==> src/common/nvmeav_pkg.sv <==
// Constants and types for the nonvolatile memory command sequencer
package nvmeav_pkg;
  // Register indices
  localparam logic [3:0] ADDR_FL_STATUS = 4'h0;
  localparam logic [3:0] ADDR_FL_CMD = 4'h1;
  localparam logic [3:0] ADDR_FL_TEST = 4'h2;
  localparam logic [3:0] ADDR_FL_DIV = 4'h3;
  localparam logic [3:0] ADDR_EE_STATUS = 4'h4;
  localparam logic [3:0] ADDR_EE_CMD = 4'h5;
  localparam logic [3:0] ADDR_EE_DIV = 4'h6;
  localparam logic [3:0] ADDR_IRQ_STATUS = 4'h7;
  localparam logic [3:0] ADDR_IRQ_MASK = 4'h8;
  // Status bit positions
  localparam int BIT_BUF_EMPTY = 7;
  localparam int BIT_CMD_DONE = 6;
  localparam int BIT_ACC_ERR = 4;
  localparam int BIT_BLANK = 2;
  // Interrupt bit positions
  localparam int IRQ_DONE = 0;
  localparam int IRQ_ERR = 1;
  // Command codes
  localparam logic [7:0] CMD_ABORT = 8'h47;
  localparam logic [7:0] CMD_VERIFY = 8'h05;
  localparam logic [7:0] CMD_ERASE = 8'h40;
  localparam logic [7:0] CMD_MODIFY = 8'h60;
  // Field widths and reset values
  localparam int MRG_W = 2;
  localparam int DIV_W = 6;
  localparam logic [7:0] RST_BYTE = 8'h00;
  localparam logic [1:0] RST_IRQ = 2'h0;
  // Abort timing bound and actual bus cycles spent after the stop tick
  localparam int ABORT_TICK_MAX = 4;
  localparam int ABORT_BUS_MAX = 5;
  localparam logic [2:0] ABORT_LAST = 3'h2;
  // Erase verify overhead cycles and scan start offset
  localparam int VFY_EXTRA = 14;
  localparam int VFY_PRE = 10;
  // Command engine states, Gray along the usual path
  typedef enum logic [2:0] {
    S_IDLE = 3'b000,
    S_ERASE = 3'b001,
    S_PROG = 3'b011,
    S_VERIFY = 3'b010,
    S_ABORT = 3'b110
  } nvmeav_eng_type;
  // Command write sequence states
  typedef enum logic [1:0] {
    SQ_IDLE = 2'b00,
    SQ_ADDR = 2'b01,
    SQ_CMD = 2'b11
  } nvmeav_seq_type;
endpackage : nvmeav_pkg

==> src/verilog/nvmeav_seq.sv <==
// Command sequencer for flash and data EEPROM: erase abort on both, erase verify on the flash only
//
// Decided for this implementation: strobed register access and the placing of the registers.
`timescale 1ns/1ps
module nvmeav_seq
  import nvmeav_pkg::*;
#(
  parameter int AW = 8,
  parameter int DW = 16,
  parameter int BLK_W = 1,
  parameter int TW = 8,
  parameter int ERASE_TICKS = 16,
  parameter int PROG_TICKS = 4
) (
  // Clock, reset, enable
  input wire logic mclk,
  input wire logic rst_n,
  input wire logic ce,
  // Register port
  input wire logic [3:0] reg_addr,
  input wire logic [7:0] reg_wdata,
  input wire logic reg_wr,
  input wire logic reg_rd,
  output logic [7:0] reg_rdata_q,
  // Array write that starts a sequence
  input wire logic arr_wr,
  input wire logic arr_eeprom,
  input wire logic [BLK_W-1:0] arr_blk,
  // Verify read port to the flash array
  output logic vfy_rd_q,
  output logic [AW-1:0] vfy_addr_q,
  input wire logic [DW-1:0] vfy_rdata,
  output logic [MRG_W-1:0] vfy_margin_q,
  // Status outputs
  output logic [(1<<BLK_W)-1:0] erase_act_q,
  output logic irq_q
);
  localparam int NBLK = 1 << BLK_W;
  localparam int NADDR = 1 << AW;
  localparam int VW = AW + 5;
  localparam logic [VW-1:0] VFY_LAST = VW'(NADDR + VFY_EXTRA - 2);
  localparam logic [VW-1:0] SCAN_LO = VW'(VFY_PRE);
  localparam logic [VW-1:0] SCAN_HI = VW'(VFY_PRE + NADDR - 1);
  localparam logic [TW-1:0] ERASE_LAST = TW'(ERASE_TICKS - 1);
  localparam logic [TW-1:0] PROG_LAST = TW'(PROG_TICKS - 1);

  nvmeav_seq_type sq_q;
  nvmeav_eng_type st_q;
  logic tgt_q, ptgt_q, etgt_q, pend_q, cmd_buffer_empty_flag_q, access_error_flag_q, blank_q;
  logic mod_q, abrt_q, cut_q, vbad_q, vchk_q;
  logic [BLK_W-1:0] blk_q, pblk_q;
  logic [7:0] flash_command_reg_q, eeprom_command_reg_q, pcmd_q, fdiv_q, ediv_q;
  logic [MRG_W-1:0] mrg_q;
  logic [TW-1:0] tcnt_q;
  logic [2:0] acnt_q;
  logic [VW-1:0] vcnt_q;
  logic [1:0] irq_sts_q, irq_mask_q;
  logic done_prev_q, err_prev_q;
  logic fl_tick, ee_tick, tick;

  ////////////////////////////////////////////////////////////////////////////
  // Erase timing ticks, one divider per array
  nvmeav_tick #(.W(DIV_W)) u_fl_tick (
    .mclk(mclk),
    .rst_n(rst_n),
    .ce(ce),
    .div(fdiv_q[DIV_W-1:0]),
    .tick_q(fl_tick)
  );
  nvmeav_tick #(.W(DIV_W)) u_ee_tick (
    .mclk(mclk),
    .rst_n(rst_n),
    .ce(ce),
    .div(ediv_q[DIV_W-1:0]),
    .tick_q(ee_tick)
  );
  assign tick = etgt_q ? ee_tick : fl_tick;

  ////////////////////////////////////////////////////////////////////////////
  // Decode of register and sequence events
  logic wr_fst, wr_est, st_wr, cmd_wr_ok, go, cmd_ok, launch, bad_cmd;
  logic abort_busy, seq_start, seq_err, cmd_complete_flag, bad_now;
  logic take_idle, take_abort, take_more, take, abort_fin, cut_fin, erase_end;
  logic [7:0] cur_cmd;

  assign wr_fst = reg_wr && (reg_addr == ADDR_FL_STATUS);
  assign wr_est = reg_wr && (reg_addr == ADDR_EE_STATUS);
  assign st_wr = tgt_q ? wr_est : wr_fst;
  assign cmd_wr_ok = (sq_q == SQ_ADDR) && reg_wr &&
                     (reg_addr == (tgt_q ? ADDR_EE_CMD : ADDR_FL_CMD));
  assign cur_cmd = tgt_q ? eeprom_command_reg_q : flash_command_reg_q;
  // Buffer flag written to one launches the held command
  assign go = (sq_q == SQ_CMD) && st_wr && reg_wdata[BIT_BUF_EMPTY];
  assign cmd_ok = (cur_cmd == CMD_ABORT) || (cur_cmd == CMD_ERASE) ||
                  ((cur_cmd == CMD_VERIFY) && !tgt_q) ||
                  ((cur_cmd == CMD_MODIFY) && tgt_q);
  assign launch = go && cmd_ok;
  assign bad_cmd = go && !cmd_ok;
  assign abort_busy = (pend_q && (pcmd_q == CMD_ABORT)) || abrt_q || (st_q == S_ABORT);
  assign seq_start = arr_wr && (sq_q == SQ_IDLE) && cmd_buffer_empty_flag_q && !access_error_flag_q && !abort_busy;
  assign seq_err = arr_wr && abort_busy;
  // Engine accepts the buffered command
  assign take_idle = pend_q && (st_q == S_IDLE);
  assign take_abort = pend_q && (pcmd_q == CMD_ABORT) && !abrt_q &&
                      ((st_q == S_ERASE) || (st_q == S_PROG));
  assign take_more = pend_q && (pcmd_q == CMD_ERASE) && (st_q == S_ERASE) &&
                     !etgt_q && !ptgt_q && !mod_q && !abrt_q;
  assign take = take_idle || take_abort || take_more;
  assign abort_fin = ((st_q == S_ABORT) && (acnt_q == ABORT_LAST)) ||
                     ((st_q == S_PROG) && abrt_q && tick && (tcnt_q == PROG_LAST));
  assign cut_fin = (st_q == S_ABORT) && (acnt_q == ABORT_LAST) && cut_q;
  assign erase_end = ((st_q == S_ERASE) && tick && !take_more &&
                      ((tcnt_q == ERASE_LAST) ? !mod_q : abrt_q)) ||
                     ((st_q == S_PROG) && tick && (tcnt_q == PROG_LAST));
  assign cmd_complete_flag = (st_q == S_IDLE) && !pend_q;
  assign bad_now = vchk_q && (vfy_rdata != {DW{1'b1}});

  ////////////////////////////////////////////////////////////////////////////
  // Command write sequence: start write, command write
  always_ff @(posedge mclk) begin
    if (!rst_n) begin
      sq_q <= SQ_IDLE;
      tgt_q <= 1'b0;
      blk_q <= '0;
      flash_command_reg_q <= RST_BYTE;
      eeprom_command_reg_q <= RST_BYTE;
    end else if (ce) begin
      case (sq_q)
        SQ_IDLE: begin
          // Only the target array and block are kept
          if (seq_start) begin
            sq_q <= SQ_ADDR;
            tgt_q <= arr_eeprom;
            blk_q <= arr_blk;
          end
        end
        SQ_ADDR: begin
          if (cmd_wr_ok) begin
            sq_q <= SQ_CMD;
            if (tgt_q) begin
              eeprom_command_reg_q <= reg_wdata;
            end else begin
              flash_command_reg_q <= reg_wdata;
            end
          end
        end
        SQ_CMD: begin
          if (go) begin
            sq_q <= SQ_IDLE;
          end
        end
        default: sq_q <= SQ_IDLE;
      endcase
    end
  end

  ////////////////////////////////////////////////////////////////////////////
  // Command buffer and buffer empty flag
  always_ff @(posedge mclk) begin
    if (!rst_n) begin
      pend_q <= 1'b0;
      pcmd_q <= RST_BYTE;
      ptgt_q <= 1'b0;
      pblk_q <= '0;
      cmd_buffer_empty_flag_q <= 1'b1;
    end else if (ce) begin
      if (launch) begin
        pend_q <= 1'b1;
        pcmd_q <= cur_cmd;
        ptgt_q <= tgt_q;
        pblk_q <= blk_q;
        cmd_buffer_empty_flag_q <= 1'b0;
      end else if (take) begin
        // Nothing may queue behind an abort
        pend_q <= 1'b0;
        cmd_buffer_empty_flag_q <= (pcmd_q != CMD_ABORT);
      end else if (abort_fin) begin
        cmd_buffer_empty_flag_q <= 1'b1;
      end
    end
  end

  ////////////////////////////////////////////////////////////////////////////
  // Command engine
  always_ff @(posedge mclk) begin
    if (!rst_n) begin
      st_q <= S_IDLE;
      etgt_q <= 1'b0;
      mod_q <= 1'b0;
      abrt_q <= 1'b0;
      cut_q <= 1'b0;
      tcnt_q <= '0;
      acnt_q <= '0;
      vcnt_q <= '0;
    end else if (ce) begin
      case (st_q)
        S_IDLE: begin
          if (pend_q) begin
            etgt_q <= ptgt_q;
            mod_q <= (pcmd_q == CMD_MODIFY);
            cut_q <= 1'b0;
            tcnt_q <= '0;
            acnt_q <= '0;
            vcnt_q <= '0;
            if (pcmd_q == CMD_VERIFY) begin
              st_q <= S_VERIFY;
            end else if (pcmd_q == CMD_ABORT) begin
              st_q <= S_ABORT;
            end else begin
              st_q <= S_ERASE;
            end
          end
        end
        S_ERASE: begin
          if (take_abort) begin
            abrt_q <= 1'b1;
          end
          if (take_more) begin
            tcnt_q <= '0;
          end else if (tick) begin
            if (tcnt_q == ERASE_LAST) begin
              // Erase done on its own, no error
              tcnt_q <= '0;
              if (mod_q) begin
                st_q <= S_PROG;
              end else if (abrt_q) begin
                st_q <= S_ABORT;
              end else begin
                st_q <= S_IDLE;
              end
            end else if (abrt_q) begin
              // Stop at the next tick, mark as cut short
              st_q <= S_ABORT;
              cut_q <= 1'b1;
            end else begin
              tcnt_q <= tcnt_q + 1'b1;
            end
          end
        end
        S_PROG: begin
          // Abort is taken but the program step runs out
          if (take_abort) begin
            abrt_q <= 1'b1;
          end
          if (tick) begin
            if (tcnt_q == PROG_LAST) begin
              st_q <= S_IDLE;
              abrt_q <= 1'b0;
            end else begin
              tcnt_q <= tcnt_q + 1'b1;
            end
          end
        end
        S_VERIFY: begin
          vcnt_q <= vcnt_q + 1'b1;
          if (bad_now || (vcnt_q == VFY_LAST)) begin
            st_q <= S_IDLE;
          end
        end
        S_ABORT: begin
          acnt_q <= acnt_q + 1'b1;
          if (acnt_q == ABORT_LAST) begin
            st_q <= S_IDLE;
            abrt_q <= 1'b0;
          end
        end
        default: st_q <= S_IDLE;
      endcase
    end
  end

  ////////////////////////////////////////////////////////////////////////////
  // Active erase per block, all cleared together by one abort
  always_ff @(posedge mclk) begin
    if (!rst_n) begin
      erase_act_q <= '0;
    end else if (ce) begin
      if (erase_end) begin
        erase_act_q <= '0;
      end else if ((take_idle && ((pcmd_q == CMD_ERASE) || (pcmd_q == CMD_MODIFY))) ||
                   take_more) begin
        erase_act_q[pblk_q] <= 1'b1;
      end
    end
  end

  ////////////////////////////////////////////////////////////////////////////
  // Verify scan: one address a cycle, data checked a cycle later
  always_ff @(posedge mclk) begin
    if (!rst_n) begin
      vfy_rd_q <= 1'b0;
      vfy_addr_q <= '0;
      vchk_q <= 1'b0;
      vbad_q <= 1'b0;
      vfy_margin_q <= '0;
    end else if (ce) begin
      vfy_rd_q <= (st_q == S_VERIFY) && !vbad_q && !bad_now &&
                  (vcnt_q >= SCAN_LO) && (vcnt_q <= SCAN_HI);
      vfy_addr_q <= AW'(vcnt_q - SCAN_LO);
      vchk_q <= vfy_rd_q && !bad_now;
      vfy_margin_q <= (st_q == S_VERIFY) ? mrg_q : '0;
      if (take_idle) begin
        vbad_q <= 1'b0;
      end else if (bad_now) begin
        vbad_q <= 1'b1;
      end
    end
  end

  ////////////////////////////////////////////////////////////////////////////
  // Access error and blank flags, set wins over clear
  always_ff @(posedge mclk) begin
    if (!rst_n) begin
      access_error_flag_q <= 1'b0;
      blank_q <= 1'b0;
    end else if (ce) begin
      if (seq_err || bad_cmd || cut_fin) begin
        access_error_flag_q <= 1'b1;
      end else if ((wr_fst || wr_est) && reg_wdata[BIT_ACC_ERR]) begin
        access_error_flag_q <= 1'b0;
      end
      if (take_idle && (pcmd_q == CMD_VERIFY)) begin
        blank_q <= 1'b0;
      end else if ((st_q == S_VERIFY) && (vcnt_q == VFY_LAST) && !bad_now) begin
        blank_q <= !vbad_q;
      end
    end
  end

  ////////////////////////////////////////////////////////////////////////////
  // Control registers written by software
  always_ff @(posedge mclk) begin
    if (!rst_n) begin
      fdiv_q <= RST_BYTE;
      ediv_q <= RST_BYTE;
      mrg_q <= '0;
      irq_mask_q <= RST_IRQ;
    end else if (ce && reg_wr) begin
      case (reg_addr)
        ADDR_FL_DIV: fdiv_q <= reg_wdata;
        ADDR_EE_DIV: ediv_q <= reg_wdata;
        ADDR_FL_TEST: mrg_q <= reg_wdata[MRG_W-1:0];
        ADDR_IRQ_MASK: irq_mask_q <= reg_wdata[1:0];
        default: ;
      endcase
    end
  end

  ////////////////////////////////////////////////////////////////////////////
  // Interrupt: sticky events, cleared by read, set wins
  logic rd_irq;
  assign rd_irq = reg_rd && (reg_addr == ADDR_IRQ_STATUS);
  always_ff @(posedge mclk) begin
    if (!rst_n) begin
      irq_sts_q <= RST_IRQ;
      done_prev_q <= 1'b1;
      err_prev_q <= 1'b0;
      irq_q <= 1'b0;
    end else if (ce) begin
      done_prev_q <= cmd_complete_flag;
      err_prev_q <= access_error_flag_q;
      irq_sts_q[IRQ_DONE] <= (cmd_complete_flag && !done_prev_q) || (irq_sts_q[IRQ_DONE] && !rd_irq);
      irq_sts_q[IRQ_ERR] <= (access_error_flag_q && !err_prev_q) || (irq_sts_q[IRQ_ERR] && !rd_irq);
      irq_q <= |(irq_sts_q & irq_mask_q);
    end
  end

  ////////////////////////////////////////////////////////////////////////////
  // Read data, valid the cycle after the read strobe
  logic [7:0] flash_status_reg_w, eeprom_status_reg_w;
  always_comb begin
    flash_status_reg_w = '0;
    flash_status_reg_w[BIT_BUF_EMPTY] = cmd_buffer_empty_flag_q;
    flash_status_reg_w[BIT_CMD_DONE] = cmd_complete_flag;
    flash_status_reg_w[BIT_ACC_ERR] = access_error_flag_q;
    eeprom_status_reg_w = flash_status_reg_w;
    flash_status_reg_w[BIT_BLANK] = blank_q;
  end
  always_ff @(posedge mclk) begin
    if (!rst_n) begin
      reg_rdata_q <= RST_BYTE;
    end else if (ce) begin
      reg_rdata_q <= RST_BYTE;
      if (reg_rd) begin
        case (reg_addr)
          ADDR_FL_STATUS: reg_rdata_q <= flash_status_reg_w;
          ADDR_EE_STATUS: reg_rdata_q <= eeprom_status_reg_w;
          ADDR_FL_CMD: reg_rdata_q <= flash_command_reg_q;
          ADDR_EE_CMD: reg_rdata_q <= eeprom_command_reg_q;
          ADDR_FL_TEST: reg_rdata_q <= {{(8-MRG_W){1'b0}}, mrg_q};
          ADDR_FL_DIV: reg_rdata_q <= fdiv_q;
          ADDR_EE_DIV: reg_rdata_q <= ediv_q;
          ADDR_IRQ_STATUS: reg_rdata_q <= {6'h00, irq_sts_q};
          ADDR_IRQ_MASK: reg_rdata_q <= {6'h00, irq_mask_q};
          default: reg_rdata_q <= RST_BYTE;
        endcase
      end
    end
  end

  ////////////////////////////////////////////////////////////////////////////
  // Helper counters: cycles from launch to complete flag
  logic [15:0] alen_q, vlen_q;
  always_ff @(posedge mclk) begin
    if (!rst_n) begin
      alen_q <= '0;
      vlen_q <= '0;
    end else if (ce) begin
      // A program step that an abort lets finish is outside the abort bound
      alen_q <= (launch && cur_cmd == CMD_ABORT) ? 16'h0001 :
                ((alen_q != '0) && !cmd_complete_flag && (st_q != S_PROG)) ? alen_q + 1'b1 : '0;
      vlen_q <= (launch && cur_cmd == CMD_VERIFY) ? 16'h0001 :
                ((vlen_q != '0) && !cmd_complete_flag) ? vlen_q + 1'b1 : '0;
    end
  end
endmodule : nvmeav_seq

==> src/verilog/nvmeav_tick.sv <==
// Erase timing clock divider, one tick pulse per divided period
`timescale 1ns/1ps
module nvmeav_tick #(
  parameter int W = 6
) (
  // Clock, reset, enable
  input wire logic mclk,
  input wire logic rst_n,
  input wire logic ce,
  // Divider setting, period is div plus one cycles
  input wire logic [W-1:0] div,
  // Tick pulse
  output logic tick_q
);
  logic [W-1:0] cnt_q;

  // Count up to div, pulse and wrap
  always_ff @(posedge mclk) begin
    if (!rst_n) begin
      cnt_q <= '0;
      tick_q <= 1'b0;
    end else if (ce) begin
      if (cnt_q >= div) begin
        cnt_q <= '0;
        tick_q <= 1'b1;
      end else begin
        cnt_q <= cnt_q + 1'b1;
        tick_q <= 1'b0;
      end
    end
  end
endmodule : nvmeav_tick

==> config.mk <==
export PLATFORM = sky130hd
export DESIGN_NAME = nvmeav_seq
export DESIGN_NICKNAME = d
export VERILOG_FILES = /design/src/common/nvmeav_pkg.sv /design/src/verilog/nvmeav_seq.sv /design/src/verilog/nvmeav_tick.sv
export SDC_FILE = /design/constraint.sdc
export NUM_CORES = 1
export LEC_CHECK = 0
export BUFFER_PORTS_ARGS = -buffer_cell sky130_fd_sc_hd__buf_2
export CORE_MARGIN = 10
export CORE_UTILIZATION = 29
export CTS_CLUSTER_DIAMETER = 60
export DETAILED_ROUTE_END_ITERATION = 8
export GPL_TIMING_DRIVEN = 0
export PLACE_DENSITY = 0.57
export RECOVER_POWER = 50
export SETUP_SLACK_MARGIN = 0.02
export SLEW_MARGIN = 20
export SYNTH_ARGS = -nofsm -noshare
export SYNTH_HDL_FRONTEND = slang
export SYNTH_SLANG_ARGS = --single-unit
==> constraint.sdc <==
create_clock -name mclk -period 3.7 [get_ports mclk]
set_input_delay 0.185 -clock mclk [delete_from_list [all_inputs] [get_ports mclk]]
set_output_delay 0.185 -clock mclk [all_outputs]
set_load 0.1 [all_outputs]
## Word level (Yosys, flattened, before mapping)

Index checks and enable logic that the tools add are counted.

| cells by class | value |
|---|---|
| add/sub/neg operators | 6 |
| multipliers | 0 |
| divide/modulo/power cells | 0 |
| order comparisons | 6 |
| eq/ne operators | 45 |
| shift-type cells | 0 |
| multiplexer cells | 68 |
| bitwise logic cells | 3 |
| reduce and logical (&&, ||, !) cells | 124 |

Operator list:

| operator | count |
|---|---|
| 2-to-1 mux 8 bit | 9 |
| one-hot mux 8 bit (9 select lines) | 1 |
| logical AND 1 bit | 54 |
| == test 8 x 7 -> 1 bit (second input constant) | 6 |
| 2-to-1 mux 3 bit | 15 |
| 2-to-1 mux 1 bit | 26 |
| one-hot mux 13 bit (2 select lines) | 1 |
| one-hot mux 8 bit (3 select lines) | 1 |
| inequality test 2 bit (second input constant) | 11 |
| AND reduction 2 bit | 11 |
| logical OR 1 bit | 18 |
| == test 4 x 3 -> 1 bit (second input constant) | 4 |
| == test 8 x 3 -> 1 bit (second input constant) | 2 |
| inequality test 16 bit (second input constant) | 1 |
| nonzero test 2 bit | 8 |
| zero test 1 bit | 15 |
| one-hot mux 3 bit (5 select lines) | 1 |
| AND reduction 3 bit | 5 |
| AND reduction 7 bit | 2 |
| adder 13 x 1 -> 13 bit (second input constant) | 1 |
| == test 13 x 9 -> 1 bit (second input constant) | 1 |
| greater-or-equal comparator 13 x 4 -> 1 bit (second input constant) | 1 |
| less-or-equal comparator 13 x 9 -> 1 bit (second input constant) | 1 |
| 2-to-1 mux 13 bit | 1 |
| 40 further kinds | 56 |

| word-level totals | value |
|---|---|
| flip-flop bits (word level) | 127 |
| bits in latches | 0 |
| RAM bits | 0 |
| ROM bits | 0 |
| input bits | 36 |
| output and inout bits | 22 |
| word-level logic and storage cells | 291 |
| memories | 0 |

## Longest topological paths before layout

Gate-level depths: netlist of the first run.

| logic depth | value |
|---|---|
| depth after elaboration | 13 |
| mapped depth | 8 |
| depth with buffers taken out | 8 |

## By module

Synthesis of the first run repeated with hierarchy kept, for this count alone.

| second synthesis, totals | value |
|---|---|
| cell total of the unflattened synthesis | 768 |
| area total of the unflattened synthesis | 6789.0 µm² |

By module, submodules not included:

| module | instances | cells an instance | area each (µm²) | seq. area each (µm²) |
|---|---|---|---|---|
| nvmeav_seq | 1 | 666 | 5895.7 | 2262.2 |
| nvmeav_tick | 2 | 51 | 446.7 | 140.1 |

## Least setup slack after synthesis of the first run

No wires, ideal clock.

| path | value |
|---|---|
| path kind | register -> register |
| start | register pcmd_q[7] |
| end | register tcnt_q[0] |
| setup time | 0.115 ns |
| arrival time | 2.028 ns |
| data required time | 3.585 ns |
| path slack | 1.557 ns |
| cell stages (with the launch flop) | 7 |
| path buffers | 0 |
| clock period less this slack | 2.143 ns |
| cell sequence | dfxtp_1 -> or4b_1 -> or4_4 -> o311ai_4 -> and2_1 -> mux2i_1 -> and2_1 |

| between the ends | value |
|---|---|
| word-level cells in the longest chain between the ends | 9 |
| elaborated cells on any way between the ends | 12 |
| classes of those cells | eq/ne (3); mux (2); reduce/logical (7) |

RTL lines:

| what | line | RTL |
|---|---|---|
| start: declaration | nvmeav_seq.sv:52 | `logic [7:0] flash_command_reg_q, eeprom_command_reg_q, pcmd_q, fdiv_q, ediv_q;` |
| start signal: assignment | nvmeav_seq.sv:169 | `pcmd_q <= cur_cmd;` |
| == test 8 x 7 -> 1 bit (*) | nvmeav_seq.sv:106 | `assign take_more = pend_q && (pcmd_q == CMD_ERASE) && (st_q == S_ERASE) &&` |
| logical AND 1 bit (*) (3 in series) | nvmeav_seq.sv:106 |  |
| logical AND 1 bit (*) (3 in series) | nvmeav_seq.sv:107 | `!etgt_q && !ptgt_q && !mod_q && !abrt_q;` |
| inequality test 4 x 3 -> 1 bit (no source line), or another cell as far along | - |  |
| AND reduction 7 bit (no source line) or one-hot mux 8 bit (3 select lines) (tied branches) | - |  |
| end signal: assignment | nvmeav_seq.sv:236 | `tcnt_q <= tcnt_q + 1'b1;` |
| end signal: assignment | nvmeav_seq.sv:250 | `tcnt_q <= tcnt_q + 1'b1;` |
| end: declaration | nvmeav_seq.sv:54 | `logic [TW-1:0] tcnt_q;` |

Mark *: on every way between the ends. The rest lies on a longest branch, timed or not.
A chain may end at the register's enable or synchronous reset.

## Worst setup path after layout of the first run

| path | value |
|---|---|
| start | register st_q[2] |
| end | register blank_q |

| between the ends | value |
|---|---|
| word-level cells in the longest chain between the ends | 5 |
| elaborated cells on any way between the ends | 9 |
| classes of those cells | eq/ne (1); mux (1); reduce/logical (7) |

RTL lines:

| what | line | RTL |
|---|---|---|
| start: declaration | nvmeav_seq.sv:48 | `nvmeav_eng_type st_q;` |
| start signal: assignment | nvmeav_seq.sv:187 | `st_q <= S_IDLE;` |
| start signal: assignment | nvmeav_seq.sv:206 | `st_q <= S_VERIFY;` |
| start signal: assignment | nvmeav_seq.sv:208 | `st_q <= S_ABORT;` |
| == test 3 x 2 -> 1 bit or zero test 3 bit (tied branches) | nvmeav_seq.sv:324, nvmeav_seq.sv:103 |  |
| logical AND 1 bit (on tied branches) | nvmeav_seq.sv:324, nvmeav_seq.sv:103 |  |
| logical AND 1 bit (on tied branches) | nvmeav_seq.sv:324, nvmeav_seq.sv:322 |  |
| nonzero test 2 bit (no source line) | - |  |
| AND reduction 2 bit (no source line) | - |  |
| end signal: assignment | nvmeav_seq.sv:325 | `blank_q <= !vbad_q;` |
| end: declaration | nvmeav_seq.sv:49 | `logic tgt_q, ptgt_q, etgt_q, pend_q, cmd_buffer_empty_flag_q, access_error_flag_q, blank_q;` |

Several ways; a longest one is shown, not always the timed one.

==> impl_metrics.toml, run 1 <==
[power]
power_frac_seq_pct = 41.8
power_density_nw_per_um2 = 416
total_leakage_power_nw = 2.85
cellInternalPower_w = 0.00252
power_switching_share_pct = 24.2
pwr-share-comb_pct = 6.2
clockPowerShare_pct = 51.9
switchingPower_w = 0.000805
max-vdd-ir-drop_v = 0.000295
fin_total_pwr_w = 0.00332

[worst_setup_path]
critical_path.n_buffers_inverters = 1
cp_cell_sequence = "clkbuf_1 -> nor4b_1 -> nor4b_1 -> a221oi_1 -> a31oi_1 -> nor2b_1"
cpMaxStageDelayCell = "sky130_fd_sc_hd__nor4b_1"
worst_path_dominant_cell_family = "simple AND/OR/NAND/NOR gates"
slowest_delay_ns = 1.12
crit_cells = 6
timing.critical_path.to_type = "flop"
critical_path_arrival_ns = 3.24
path_class = "flop to flop"
cp.required_ns = 4.01
startpoint_type = "flop"
worst-r2r-cell-count = 6
critical_path_peak_fanout = 10
critical_path.most_common_cell = "sky130_fd_sc_hd__nor4b_1"

[timing]
maxSlewHeadroom_pct = -46.4
endpoints_failing_hold = 0
report.final.slew_viol_count = 9
min_period_over_period_pct = 79.1
fin_setup_tns_ns = 0
setup_viol = 0
timing.hold.ws_ns = 0.0242
grt_setup_unrepaired = "false"
final_period_minus_worst_setup_slack_ns = 2.93
timing_worst_slew_pin_value_ns = 2.18
worst_case_clock_skew_ns = 0.0112
timing.fmax_ghz = 0.342

[final_layout]
layout-area-overhead-vs-synth_pct = 17.9
post_route_cells_drive_above_1_share_pct = 9.52
final_nets = 908
final_common_cell = "sky130_fd_sc_hd__dfxtp_1"
layout.cells.most_common_list = "sky130_fd_sc_hd__dfxtp_1, sky130_fd_sc_hd__clkbuf_1, sky130_fd_sc_hd__nor2b_1"
final-instance-count-excl-fill = 1175
postLayoutCoreUtil_pct = 35.1

[routing]
route.vias.total = 5886
route.antenna.remaining_nets = 0
drc = 0
finalWirelength_mm = 20.0
routedWlPerCell_um = 17.0
drt-vias-per-instance = 5.01
drtPass1Iterations = 5
drt_first_iter_violations = 397

[clocking]
cts.path.max_buffers = 2
cts.root.buffer_cell = "sky130_fd_sc_hd__clkbuf_16"
cts-resized-gates = 0
cts.sink_count = 127
worstSkewPairLatency_ns = 0.42
cts_made_buffers = 17
clock_slew_seen_by_the_registers_of_the_worst_setup_and_hold_paths_ns = 0.06
clock_tree.htree_level_count = 4
cts-hold-fix-buffers = 0
cts_tree = "done"
cts.repair_timing.setup_buffer_count = 0

[placement]
post-place-cells = 1142
hpwlAfterDp_mm = 15.1
io_buffers = 53
place.gp.congestion = 0.881

[yosys]
synth.distinct_cells = 73
synth_fp_nets = 836
asyncSetResetFlopFracSynth_pct = 0
synth-edff-count = 0
synth_area_per_cell_um2 = 8.73
ys_seq_area_share_pct = 37.5
synth.cell_area_um2 = 6770
post_synth_inst_count = 776
ys.warnings.count = 0
primary_ff_master_synth = "sky130_fd_sc_hd__dfxtp_1"
postSynthRegisterBits = 127

[global_routing]
groute.usage.overall_pct = 13.4
globalRoute.totalOverflow = 0
pin_count_of_the_biggest_net_entering_global_routing = 17
number_of_global_route_vias_before_repair = 5773
grt_antenna_before_repair = 1
global_route_wire_length_before_repair_mm = 32.4

[run_status]
failed_checks = "capacitance limit, slew limit"
outcome = "complete, but fails checks"

[floorplanning]
floorplan.core_area_um2 = 22800
num_io_pins = 58
initial_core_util_pct = 29.7
area_enclosed_by_the_die_boundary_um2 = 29900
die-width_um = 173
die_span_y_um = 173
row_count = 55

[min_path]
whs_path_depth = 3
worstHoldPathType = "input pin to flop"

[job]
maxCapViolations = 1
path summary, 6_finish.rpt:
| check | start | end | slack, ns |
|---|---|---|---|
| max | st_q[2]$_SDFFE_PN0P_ | blank_q$_SDFFE_PN0P_ | 0.77 |
| min | arr_wr | access_error_flag_q$_SDFFE_PN0P_ | 0.02 |
| max reg2reg | st_q[2]$_SDFFE_PN0P_ | blank_q$_SDFFE_PN0P_ | 0.77 |
| min reg2reg | cut_q$_SDFFE_PN0P_ | cut_q$_SDFFE_PN0P_ | 0.47 |
flip-flops by register name (all words and copies together), names as in the netlist, 3 cells and up:
signal	count
reg_rdata_q	8
ediv_q	8
flash_command_reg_q	8
fdiv_q	8
u_ee_tick.cnt_q	6
vfy_addr_q	8
acnt_q	3
st_q	3
eeprom_command_reg_q	8
vcnt_q	13
pcmd_q	8
u_fl_tick.cnt_q	6
tcnt_q	8
cells by family (layout without fill, tap and decap cells):
| family | count (synthesis) | count (layout) | synth area share (%) |
|---|---|---|---|
| and+or+nand+nor | 310 | 310 | 25.3 |
| adders and majority gates | 24 | 24 | 4.43 |
| buffers and inverters | 78 | 163 | 4.34 |
| DFF | 127 | 127 | 37.5 |
| other | 0 | 1 | 0 |
| AOI/OAI and AO/OA | 142 | 142 | 14.8 |
| xor gates and xnor gates | 32 | 32 | 4.14 |
| muxes | 63 | 63 | 9.50 |
power by group through the flow:
stage          Clock [W]  Combinational [W]  Sequential, W
2_1_floorplan          0          0.0000936        0.00146
6_report         0.00173           0.000208        0.00139
3_5_place_dp           0           0.000211        0.00142
5_1_grt          0.00181           0.000225        0.00139
4_1_cts          0.00176           0.000212        0.00139
3_3_place_gp           0           0.000211        0.00142
metrics by stage:
step           setup slack, ns  cell area [um2]
2_1_floorplan             1.56             6770
3_3_place_gp             0.814             7430
3_5_place_dp              1.18             7440
4_1_cts                   1.20             8040
5_1_grt                  0.535             7980
6_report                 0.773             7980
cell usage after synthesis, types with 4 or more instances:
cell type,n,share of area [%]
sky130_fd_sc_hd__a21boi_0,5,0.55
sky130_fd_sc_hd__a21o_1,4,0.44
sky130_fd_sc_hd__a21oi_1,29,2.1
sky130_fd_sc_hd__a221oi_1,6,0.78
sky130_fd_sc_hd__a222oi_1,4,0.59
sky130_fd_sc_hd__a22oi_1,7,0.78
sky130_fd_sc_hd__a31oi_1,8,0.74
sky130_fd_sc_hd__and2_1,10,0.92
sky130_fd_sc_hd__and3_1,15,1.4
sky130_fd_sc_hd__and4_1,4,0.52
sky130_fd_sc_hd__buf_1,6,0.33
sky130_fd_sc_hd__clkbuf_1,34,1.9
sky130_fd_sc_hd__dfxtp_1,127,38
sky130_fd_sc_hd__ha_1,24,4.4
sky130_fd_sc_hd__inv_1,36,2.0
sky130_fd_sc_hd__mux2_2,10,1.7
sky130_fd_sc_hd__mux2i_1,53,7.8
sky130_fd_sc_hd__nand2_1,53,2.9
sky130_fd_sc_hd__nand2b_1,9,0.83
sky130_fd_sc_hd__nand3_1,31,2.3
sky130_fd_sc_hd__nand3b_1,6,0.67
sky130_fd_sc_hd__nand4_1,16,1.5
sky130_fd_sc_hd__nor2_1,53,2.9
sky130_fd_sc_hd__nor2b_1,63,5.8
sky130_fd_sc_hd__nor3_1,12,0.89
sky130_fd_sc_hd__nor3b_1,4,0.44
sky130_fd_sc_hd__nor4_1,10,0.92
sky130_fd_sc_hd__nor4b_1,6,0.78
sky130_fd_sc_hd__o211a_1,5,0.74
sky130_fd_sc_hd__o21a_1,4,0.44
sky130_fd_sc_hd__o21ai_0,28,2.1
sky130_fd_sc_hd__o22ai_1,4,0.37
sky130_fd_sc_hd__o2bb2ai_1,4,0.52
sky130_fd_sc_hd__xnor2_1,11,1.4
sky130_fd_sc_hd__xor2_1,21,2.7
layout make-up:
| class | instances | area (um2) |
|---|---|---|
| antenna | 1 | 2.50 |
| buffer | 41 | 155 |
| clock buffer | 20 | 447 |
| clock inverter | 12 | 160 |
| fill | 2392 | 14800 |
| inverter | 37 | 139 |
| multi-input combinational | 571 | 3910 |
| sequential | 127 | 2540 |
| tap | 313 | 392 |
| timing repair buffer | 53 | 236 |
metal layers:
layer | vias to the layer above | global-route usage, % | share of wire (%)
met2 | 143 | 21.9 | 47
met5 | - | 0 | 0
met4 | 0 | 4.28 | 1.6
li1 | 2931 | - | -
met1 | 2791 | 17.0 | 47
met3 | 21 | 3.33 | 4.2
worst min-delay path: stages:
cell,delay [ns]
sky130_fd_sc_hd__buf_2,0.10
sky130_fd_sc_hd__nand2_1,0.06
sky130_fd_sc_hd__a21oi_1,0.05
(Power assumes the default switching activity.)
==> run 2, diff against run 1 <==
--- a/config.mk
+++ b/config.mk
@@ -5,13 +5,14 @@
 export SDC_FILE = /design/constraint.sdc
 export NUM_CORES = 1
 export LEC_CHECK = 0
+export ABC_AREA = 1
 export BUFFER_PORTS_ARGS = -buffer_cell sky130_fd_sc_hd__buf_2
 export CORE_MARGIN = 10
 export CORE_UTILIZATION = 29
 export CTS_CLUSTER_DIAMETER = 60
 export DETAILED_ROUTE_END_ITERATION = 8
 export GPL_TIMING_DRIVEN = 0
-export PLACE_DENSITY = 0.57
+export PLACE_DENSITY = 0.58
 export RECOVER_POWER = 50
 export SETUP_SLACK_MARGIN = 0.02
 export SLEW_MARGIN = 20
==> constraint.sdc (replaced) <==
create_clock -name mclk -period 2.5 [get_ports mclk]
set_input_delay 0.125 -clock mclk [delete_from_list [all_inputs] [get_ports mclk]]
set_output_delay 0.125 -clock mclk [all_outputs]
set_load 0.1 [all_outputs]
==> impl_metrics.toml, run 2 <==
[yosys]
synth.distinct_cells = 44
post_synth_and_or_nand_nor_area_fraction_pct = 28.1
synth.top_cells.by_area = "sky130_fd_sc_hd__dfxtp_1, sky130_fd_sc_hd__nand2_1, sky130_fd_sc_hd__a21oi_1"
synthesized_area_fraction_occupied_by_ao_oa_aoi_and_oai_cells_pct = 18.6
synth_top_cells_by_count = "sky130_fd_sc_hd__nand2_1, sky130_fd_sc_hd__inv_1, sky130_fd_sc_hd__dfxtp_1"
synth-edff-count = 0
synth_fp_nets = 1080
postSynthRegisterBits = 127
synth.most_common_cell = "sky130_fd_sc_hd__nand2_1"
synth_xor_area_share_pct = 2.39
primary_ff_master_synth = "sky130_fd_sc_hd__dfxtp_1"
ys.warnings.count = 0
yosysTopAreaCell = "sky130_fd_sc_hd__dfxtp_1"
post_synth_fa_ha_maj_area_fraction_pct = 4.35
post_synth_inst_count = 1020
synth_area_per_cell_um2 = 6.76
synth_largest_type_area_fraction_pct = 36.9
yosys-mux-area-fraction_pct = 0
asyncSetResetFlopFracSynth_pct = 0
synth.cell_area_um2 = 6900
largest_family_of_logic_cells_by_synthesized_area = "simple AND/OR/NAND/NOR gates"
ys_seq_area_share_pct = 36.9

[global_routing]
grtUsageMet2_pct = 21.0
groute.usage.overall_pct = 13.9
grt_antenna_before_repair = 0
number_of_global_route_vias_before_repair = 6446
grtUsageMet1_pct = 18.9
pin_count_of_the_biggest_net_entering_global_routing = 17
globalRoute.busiestLayer = "met2"
globalRoute.totalOverflow = 0
global_route_wire_length_before_repair_mm = 34.2
met3_track_usage_gr_pct = 3.71

[final_layout]
final_common_cell = "sky130_fd_sc_hd__nand2_1"
sequential_area_um2 = 2540
largest-register = "vcnt_q"
layout-area-overhead-vs-synth_pct = 17.5
post_route_cells_drive_above_1_share_pct = 8.91
diode_insertion_count_for_antenna_repair = 0
layout.cells.most_common_list = "sky130_fd_sc_hd__nand2_1, sky130_fd_sc_hd__inv_1, sky130_fd_sc_hd__dfxtp_1"
multi_input_area_um2 = 3680
largest_register_ff_count = 13
nFillCells = 2591
final_nets = 1158

[floorplanning]
row_count = 56
die-width_um = 174
die_span_y_um = 174
floorplan.core_area_um2 = 23500
area_enclosed_by_the_die_boundary_um2 = 30400
initial_core_util_pct = 29.4
num_io_pins = 58

[timing]
grt_setup_unrepaired = "false"
final.setup.worst_slack_ns = 0.502
report.final.slew_viol_count = 0
worst_case_clock_skew_ns = 0.0136
endpoints_failing_hold = 0
fin_setup_tns_ns = 0
setup_viol = 0
final_period_minus_worst_setup_slack_ns = 2.00
timing_worst_slew_pin_value_ns = 1.26
maxSlewHeadroom_pct = 16.2
timing.fmax_ghz = 0.500
min_period_over_period_pct = 79.9
timing.hold.ws_ns = 0.0353

[placement]
place.gp.congestion = 0.882
io_buffers = 57
hpwlAfterDp_mm = 16.0
placement.setup.worst_slack_ns = 0.535

[worst_setup_path]
r2r-end = "vcnt_q[6]$_SDFFE_PN0P_"
r2r-start = "st_q[2]$_SDFFE_PN0P_"
critical_path_arrival_ns = 2.32
timing.critical_path.to_type = "flop"
worst-r2r-cell-count = 8
critical_path_peak_fanout = 7
path_class = "flop to flop"
internal_reg_to_reg_setup_slack_ns = 0.50
cp.required_ns = 2.83
startpoint_type = "flop"

[clocking]
cts.path.max_buffers = 2
cts-resized-gates = 0
cts.repair_timing.setup_buffer_count = 0
cts_made_buffers = 17
cts.sink_count = 127
worstSkewPairLatency_ns = 0.43
cts.root.buffer_cell = "sky130_fd_sc_hd__clkbuf_16"
cts_tree = "done"
clock_slew_seen_by_the_registers_of_the_worst_setup_and_hold_paths_ns = 0.06
clock_tree.htree_level_count = 4

[routing]
route.vias.total = 6841
route.antenna.remaining_nets = 0
drc = 0
routedWlPerCell_um = 14.8
finalWirelength_mm = 21.1
drtPass1Iterations = 8
drt_first_iter_violations = 464
drt-vias-per-instance = 4.78

[min_path]
whs_path_depth = 3
whs_endpoint = "eeprom_command_reg_q[7]$_SDFFE_PN0P_"
worstHoldPathType = "input pin to flop"
timing.hold.worst.start = "reg_wdata[7]"

[job]
maxCapViolations = 0

[power]
total_leakage_power_nw = 3.24
power_density_nw_per_um2 = 609
max-vdd-ir-drop_v = 0.000443

[run_status]
outcome = "completed"
## run 2: worst max-delay path by stage
stage                                   endpoint                   start  slack, ns  cells after the start
after floorplan           tcnt_q[0]$_SDFFE_PN0P_  tcnt_q[0]$_SDFFE_PN0P_       0.92                     10
after global placement        tgt_q$_SDFFE_PN0P_                      ce       0.49                      6
after detailed placement      tgt_q$_SDFFE_PN0P_                      ce       0.54                      6
after CTS                 tcnt_q[0]$_SDFFE_PN0P_  tcnt_q[0]$_SDFFE_PN0P_       0.58                     10
after global routing       vfy_rd_q$_SDFFE_PN0P_    st_q[0]$_SDFFE_PN0P_       0.31                      8
final                     vcnt_q[6]$_SDFFE_PN0P_    st_q[2]$_SDFFE_PN0P_       0.50                      8
## run 2: logic make-up (layout without fill, tap and decap cells)
| logic type | after synthesis | in the layout |
|---|---|---|
| simple gates | 452 | 452 |
| compound gates | 231 | 231 |
| buf+inv | 168 | 259 |
| flops | 127 | 127 |
| fa+ha+maj | 24 | 24 |
| xor+xnor | 18 | 18 |
## run 2: worst max-delay path, stage by stage (launching register included)
cell	delay, ns
sky130_fd_sc_hd__dfxtp_1	0.37
sky130_fd_sc_hd__nor2_4	0.20
sky130_fd_sc_hd__nand2_1	0.16
sky130_fd_sc_hd__nor2_4	0.23
sky130_fd_sc_hd__nand2_1	0.21
sky130_fd_sc_hd__nand2_1	0.34
sky130_fd_sc_hd__inv_1	0.20
sky130_fd_sc_hd__o21ai_0	0.12
sky130_fd_sc_hd__nor2_1	0.06
## run 2: stage by stage
step	utilization, %	std cells	total power (W)	instance area (um2)
3_3_place_gp	32.3	1396	0.00267	7580
5_1_grt	34.5	1430	0.00514	8100
6_report	34.5	1430	0.00494	8100
2_1_floorplan	-	1020	0.00251	6900
4_1_cts	34.7	1430	0.00498	8140
3_5_place_dp	32.3	1396	0.00268	7580
## run 2: where the power goes
group          switching, W  internal (W)
Combinational      0.000394      0.000145
Clock               0.00102       0.00128
Sequential        0.0000302       0.00206
## run 2: timing repair
item / 4_1_cts / 5_1_grt
endpoints found under the hold margin: 2 / 0
hold buffers: 2 / 0
endpoints found under the setup margin: 0 / 0
## run 2: area by class of cell
type	instances	area share [%]
buffer	30	1.85
clock buffer	19	5.34
clock inverter	13	1.30
inverter	138	6.39
multi-input combinational	725	45.4
sequential	127	31.4
tap	319	4.93
timing repair buffer	59	3.43
## run 2: metal layers
layer	routed length [um]	part of all wire, %	vias to the layer above
met4	374	1.8	0
li1	-	-	3524
met2	9400	44	169
met1	10100	48	3124
met3	1210	5.7	24
met5	0	0	-
==> run 3, diff against run 2 <==
--- a/config.mk
+++ b/config.mk
@@ -12,7 +12,7 @@
 export CTS_CLUSTER_DIAMETER = 60
 export DETAILED_ROUTE_END_ITERATION = 8
 export GPL_TIMING_DRIVEN = 0
-export PLACE_DENSITY = 0.58
+export PLACE_DENSITY = 0.57
 export RECOVER_POWER = 50
 export SETUP_SLACK_MARGIN = 0.02
 export SLEW_MARGIN = 20
==> constraint.sdc (replaced) <==
create_clock -name mclk -period 2 [get_ports mclk]
set_input_delay 0.1 -clock mclk [delete_from_list [all_inputs] [get_ports mclk]]
set_output_delay 0.1 -clock mclk [all_outputs]
set_load 0.1 [all_outputs]
==> impl_metrics.toml, run 3 (synthesis results as in run 2) <==
[floorplanning]
floorplan.core_area_um2 = 23500
die_span_y_um = 174
area_enclosed_by_the_die_boundary_um2 = 30400
row_count = 56
initial_core_util_pct = 29.4
num_io_pins = 58
die-width_um = 174

[clocking]
cts.sink_count = 127
worstSkewPairLatency_ns = 0.43
cts.path.max_buffers = 2
cts_made_buffers = 17
clock_tree.htree_level_count = 4
cts_tree = "done"
cts.root.buffer_cell = "sky130_fd_sc_hd__clkbuf_16"
clock_slew_seen_by_the_registers_of_the_worst_setup_and_hold_paths_ns = 0.06

[worst_setup_path]
cp.required_ns = 2.30
critical_path_arrival_ns = 2.13
startpoint_type = "flop"
critical_path_peak_fanout = 10
timing.critical_path.to_type = "flop"
path_class = "flop to flop"

[power]
max-vdd-ir-drop_v = 0.000452
total_leakage_power_nw = 3.36
power_density_nw_per_um2 = 820

[final_layout]
largest_register_ff_count = 13
nFillCells = 2555
post_route_cells_drive_above_1_share_pct = 11.3
final_nets = 1161
diode_insertion_count_for_antenna_repair = 0
multi_input_area_um2 = 3710
final_common_cell = "sky130_fd_sc_hd__nand2_1"
layout-area-overhead-vs-synth_pct = 20.4
sequential_area_um2 = 2540
layout.cells.most_common_list = "sky130_fd_sc_hd__nand2_1, sky130_fd_sc_hd__inv_1, sky130_fd_sc_hd__dfxtp_1"
final-instance-count-excl-fill = 1432
largest-register = "vcnt_q"

[routing]
drtPass1Iterations = 5
drt_first_iter_violations = 444
routedWlPerCell_um = 14.8
drt-vias-per-instance = 4.73
route.antenna.remaining_nets = 0
finalWirelength_mm = 21.1
drc = 0
route.vias.total = 6779

[timing]
timing.hold.ws_ns = 0.0173
endpoints_failing_hold = 0
report.final.slew_viol_count = 0
timing_worst_slew_pin_value_ns = 1.19
timing.fmax_ghz = 0.547
setup_viol = 0
worst_case_clock_skew_ns = 0.0132
final_period_minus_worst_setup_slack_ns = 1.83
maxSlewHeadroom_pct = 20.8
min_period_over_period_pct = 91.4
grt_setup_unrepaired = "false"

[global_routing]
groute.usage.overall_pct = 14.0
globalRoute.totalOverflow = 0
global_route_wire_length_before_repair_mm = 34.2
grt_antenna_before_repair = 0
number_of_global_route_vias_before_repair = 6491
pin_count_of_the_biggest_net_entering_global_routing = 17

[placement]
io_buffers = 57
hpwlAfterDp_mm = 16.2
post-place-cells = 1396
place.gp.congestion = 0.871

[job]
maxCapViolations = 0

[min_path]
worstHoldPathType = "input pin to flop"

[run_status]
outcome = "completed"
[run 3: cell types whose count changed in the layout (fill, tap and decap cells not counted), moves of 2 or more]
cell                         delta
sky130_fd_sc_hd__clkbuf_1      -14
sky130_fd_sc_hd__clkbuf_2      +12
sky130_fd_sc_hd__bufinv_16      +5
sky130_fd_sc_hd__inv_6          -4
sky130_fd_sc_hd__nand2_1        -4
sky130_fd_sc_hd__nand2_2        +4
sky130_fd_sc_hd__buf_4          +3
sky130_fd_sc_hd__clkbuf_8       +2
sky130_fd_sc_hd__clkinvlp_4     -2
sky130_fd_sc_hd__dfxtp_1        -2
sky130_fd_sc_hd__dfxtp_2        +2
[run 3: power breakdown]
part	leakage (nW)	internal, W	switching [W]
Combinational	2.01	0.000192	0.000499
Sequential	1.03	0.00258	0.0000395
Clock	0.318	0.00228	0.00121
[run 3: metal layers]
layer	up-vias	share of wire, %	GRT usage (%)
met1	3104	49	18.4
met4	0	1.5	4.06
li1	3518	-	-
met2	140	45	22.1
met5	-	0	0
met3	17	4.7	3.40
[run 3: worst max-delay path, cell delays in order (launching register included)]
cell                      delay, ns
sky130_fd_sc_hd__dfxtp_1       0.36
sky130_fd_sc_hd__buf_6         0.16
sky130_fd_sc_hd__buf_8         0.14
sky130_fd_sc_hd__xnor2_2       0.13
sky130_fd_sc_hd__nand3_1       0.13
sky130_fd_sc_hd__nor2_2        0.19
sky130_fd_sc_hd__nand2_1       0.16
sky130_fd_sc_hd__buf_2         0.22
sky130_fd_sc_hd__o21ai_0       0.16
sky130_fd_sc_hd__a21oi_1       0.06
[run 3: path summary, 6_finish.rpt]
path | start | to | slack (ns) | cells past startpoint
worst min-delay path | reg_wdata[4] | flash_command_reg_q[4]$_SDFFE_PN0P_ | 0.02 | 3
worst max-delay path | tgt_q$_SDFFE_PN0P_ | flash_command_reg_q[6]$_SDFFE_PN0P_ | 0.17 | 9
worst max register to register | tgt_q$_SDFFE_PN0P_ | flash_command_reg_q[6]$_SDFFE_PN0P_ | 0.17 | 9
worst min register to register | erase_act_q[0]$_SDFFE_PN0P_ | erase_act_q[0]$_SDFFE_PN0P_ | 0.45 | 2
[run 3: metrics by stage]
| step | power (W) | worst slack (ns) | setup TNS (ns) | utilization (%) | instance area, um2 |
|---|---|---|---|---|---|
| final | 0.00681 | 0.172 | 0 | 35.4 | 8300 |
| after global routing | 0.00705 | 0.0138 | 0 | 35.4 | 8300 |
| after CTS | 0.00685 | 0.0580 | 0 | 35.2 | 8260 |
| after detailed placement | 0.00335 | 0.0186 | 0 | 32.3 | 7580 |
| after global placement | 0.00334 | -0.0542 | -0.0542 | 32.3 | 7580 |
| after floorplan | 0.00313 | 0.422 | 0 | - | 6900 |
[run 3: area by class of cell]
class | count | area share, %
Sequential cell | 127 | 30.7
Buffer | 30 | 1.81
Timing Repair Buffer | 62 | 3.80
Tap cell | 319 | 4.81
Inverter | 138 | 6.24
Clock buffer | 19 | 5.46
Clock inverter | 12 | 2.50
Multi-Input combinational cell | 725 | 44.7
[run 3: timing repair]
item / CTS / global route
endpoints found under the hold margin: 2 / 0
buffers inserted: 0 / 3
hold buffers: 2 / 0
gates resized for setup: 0 / 11
setup endpoints to repair: 0 / 23
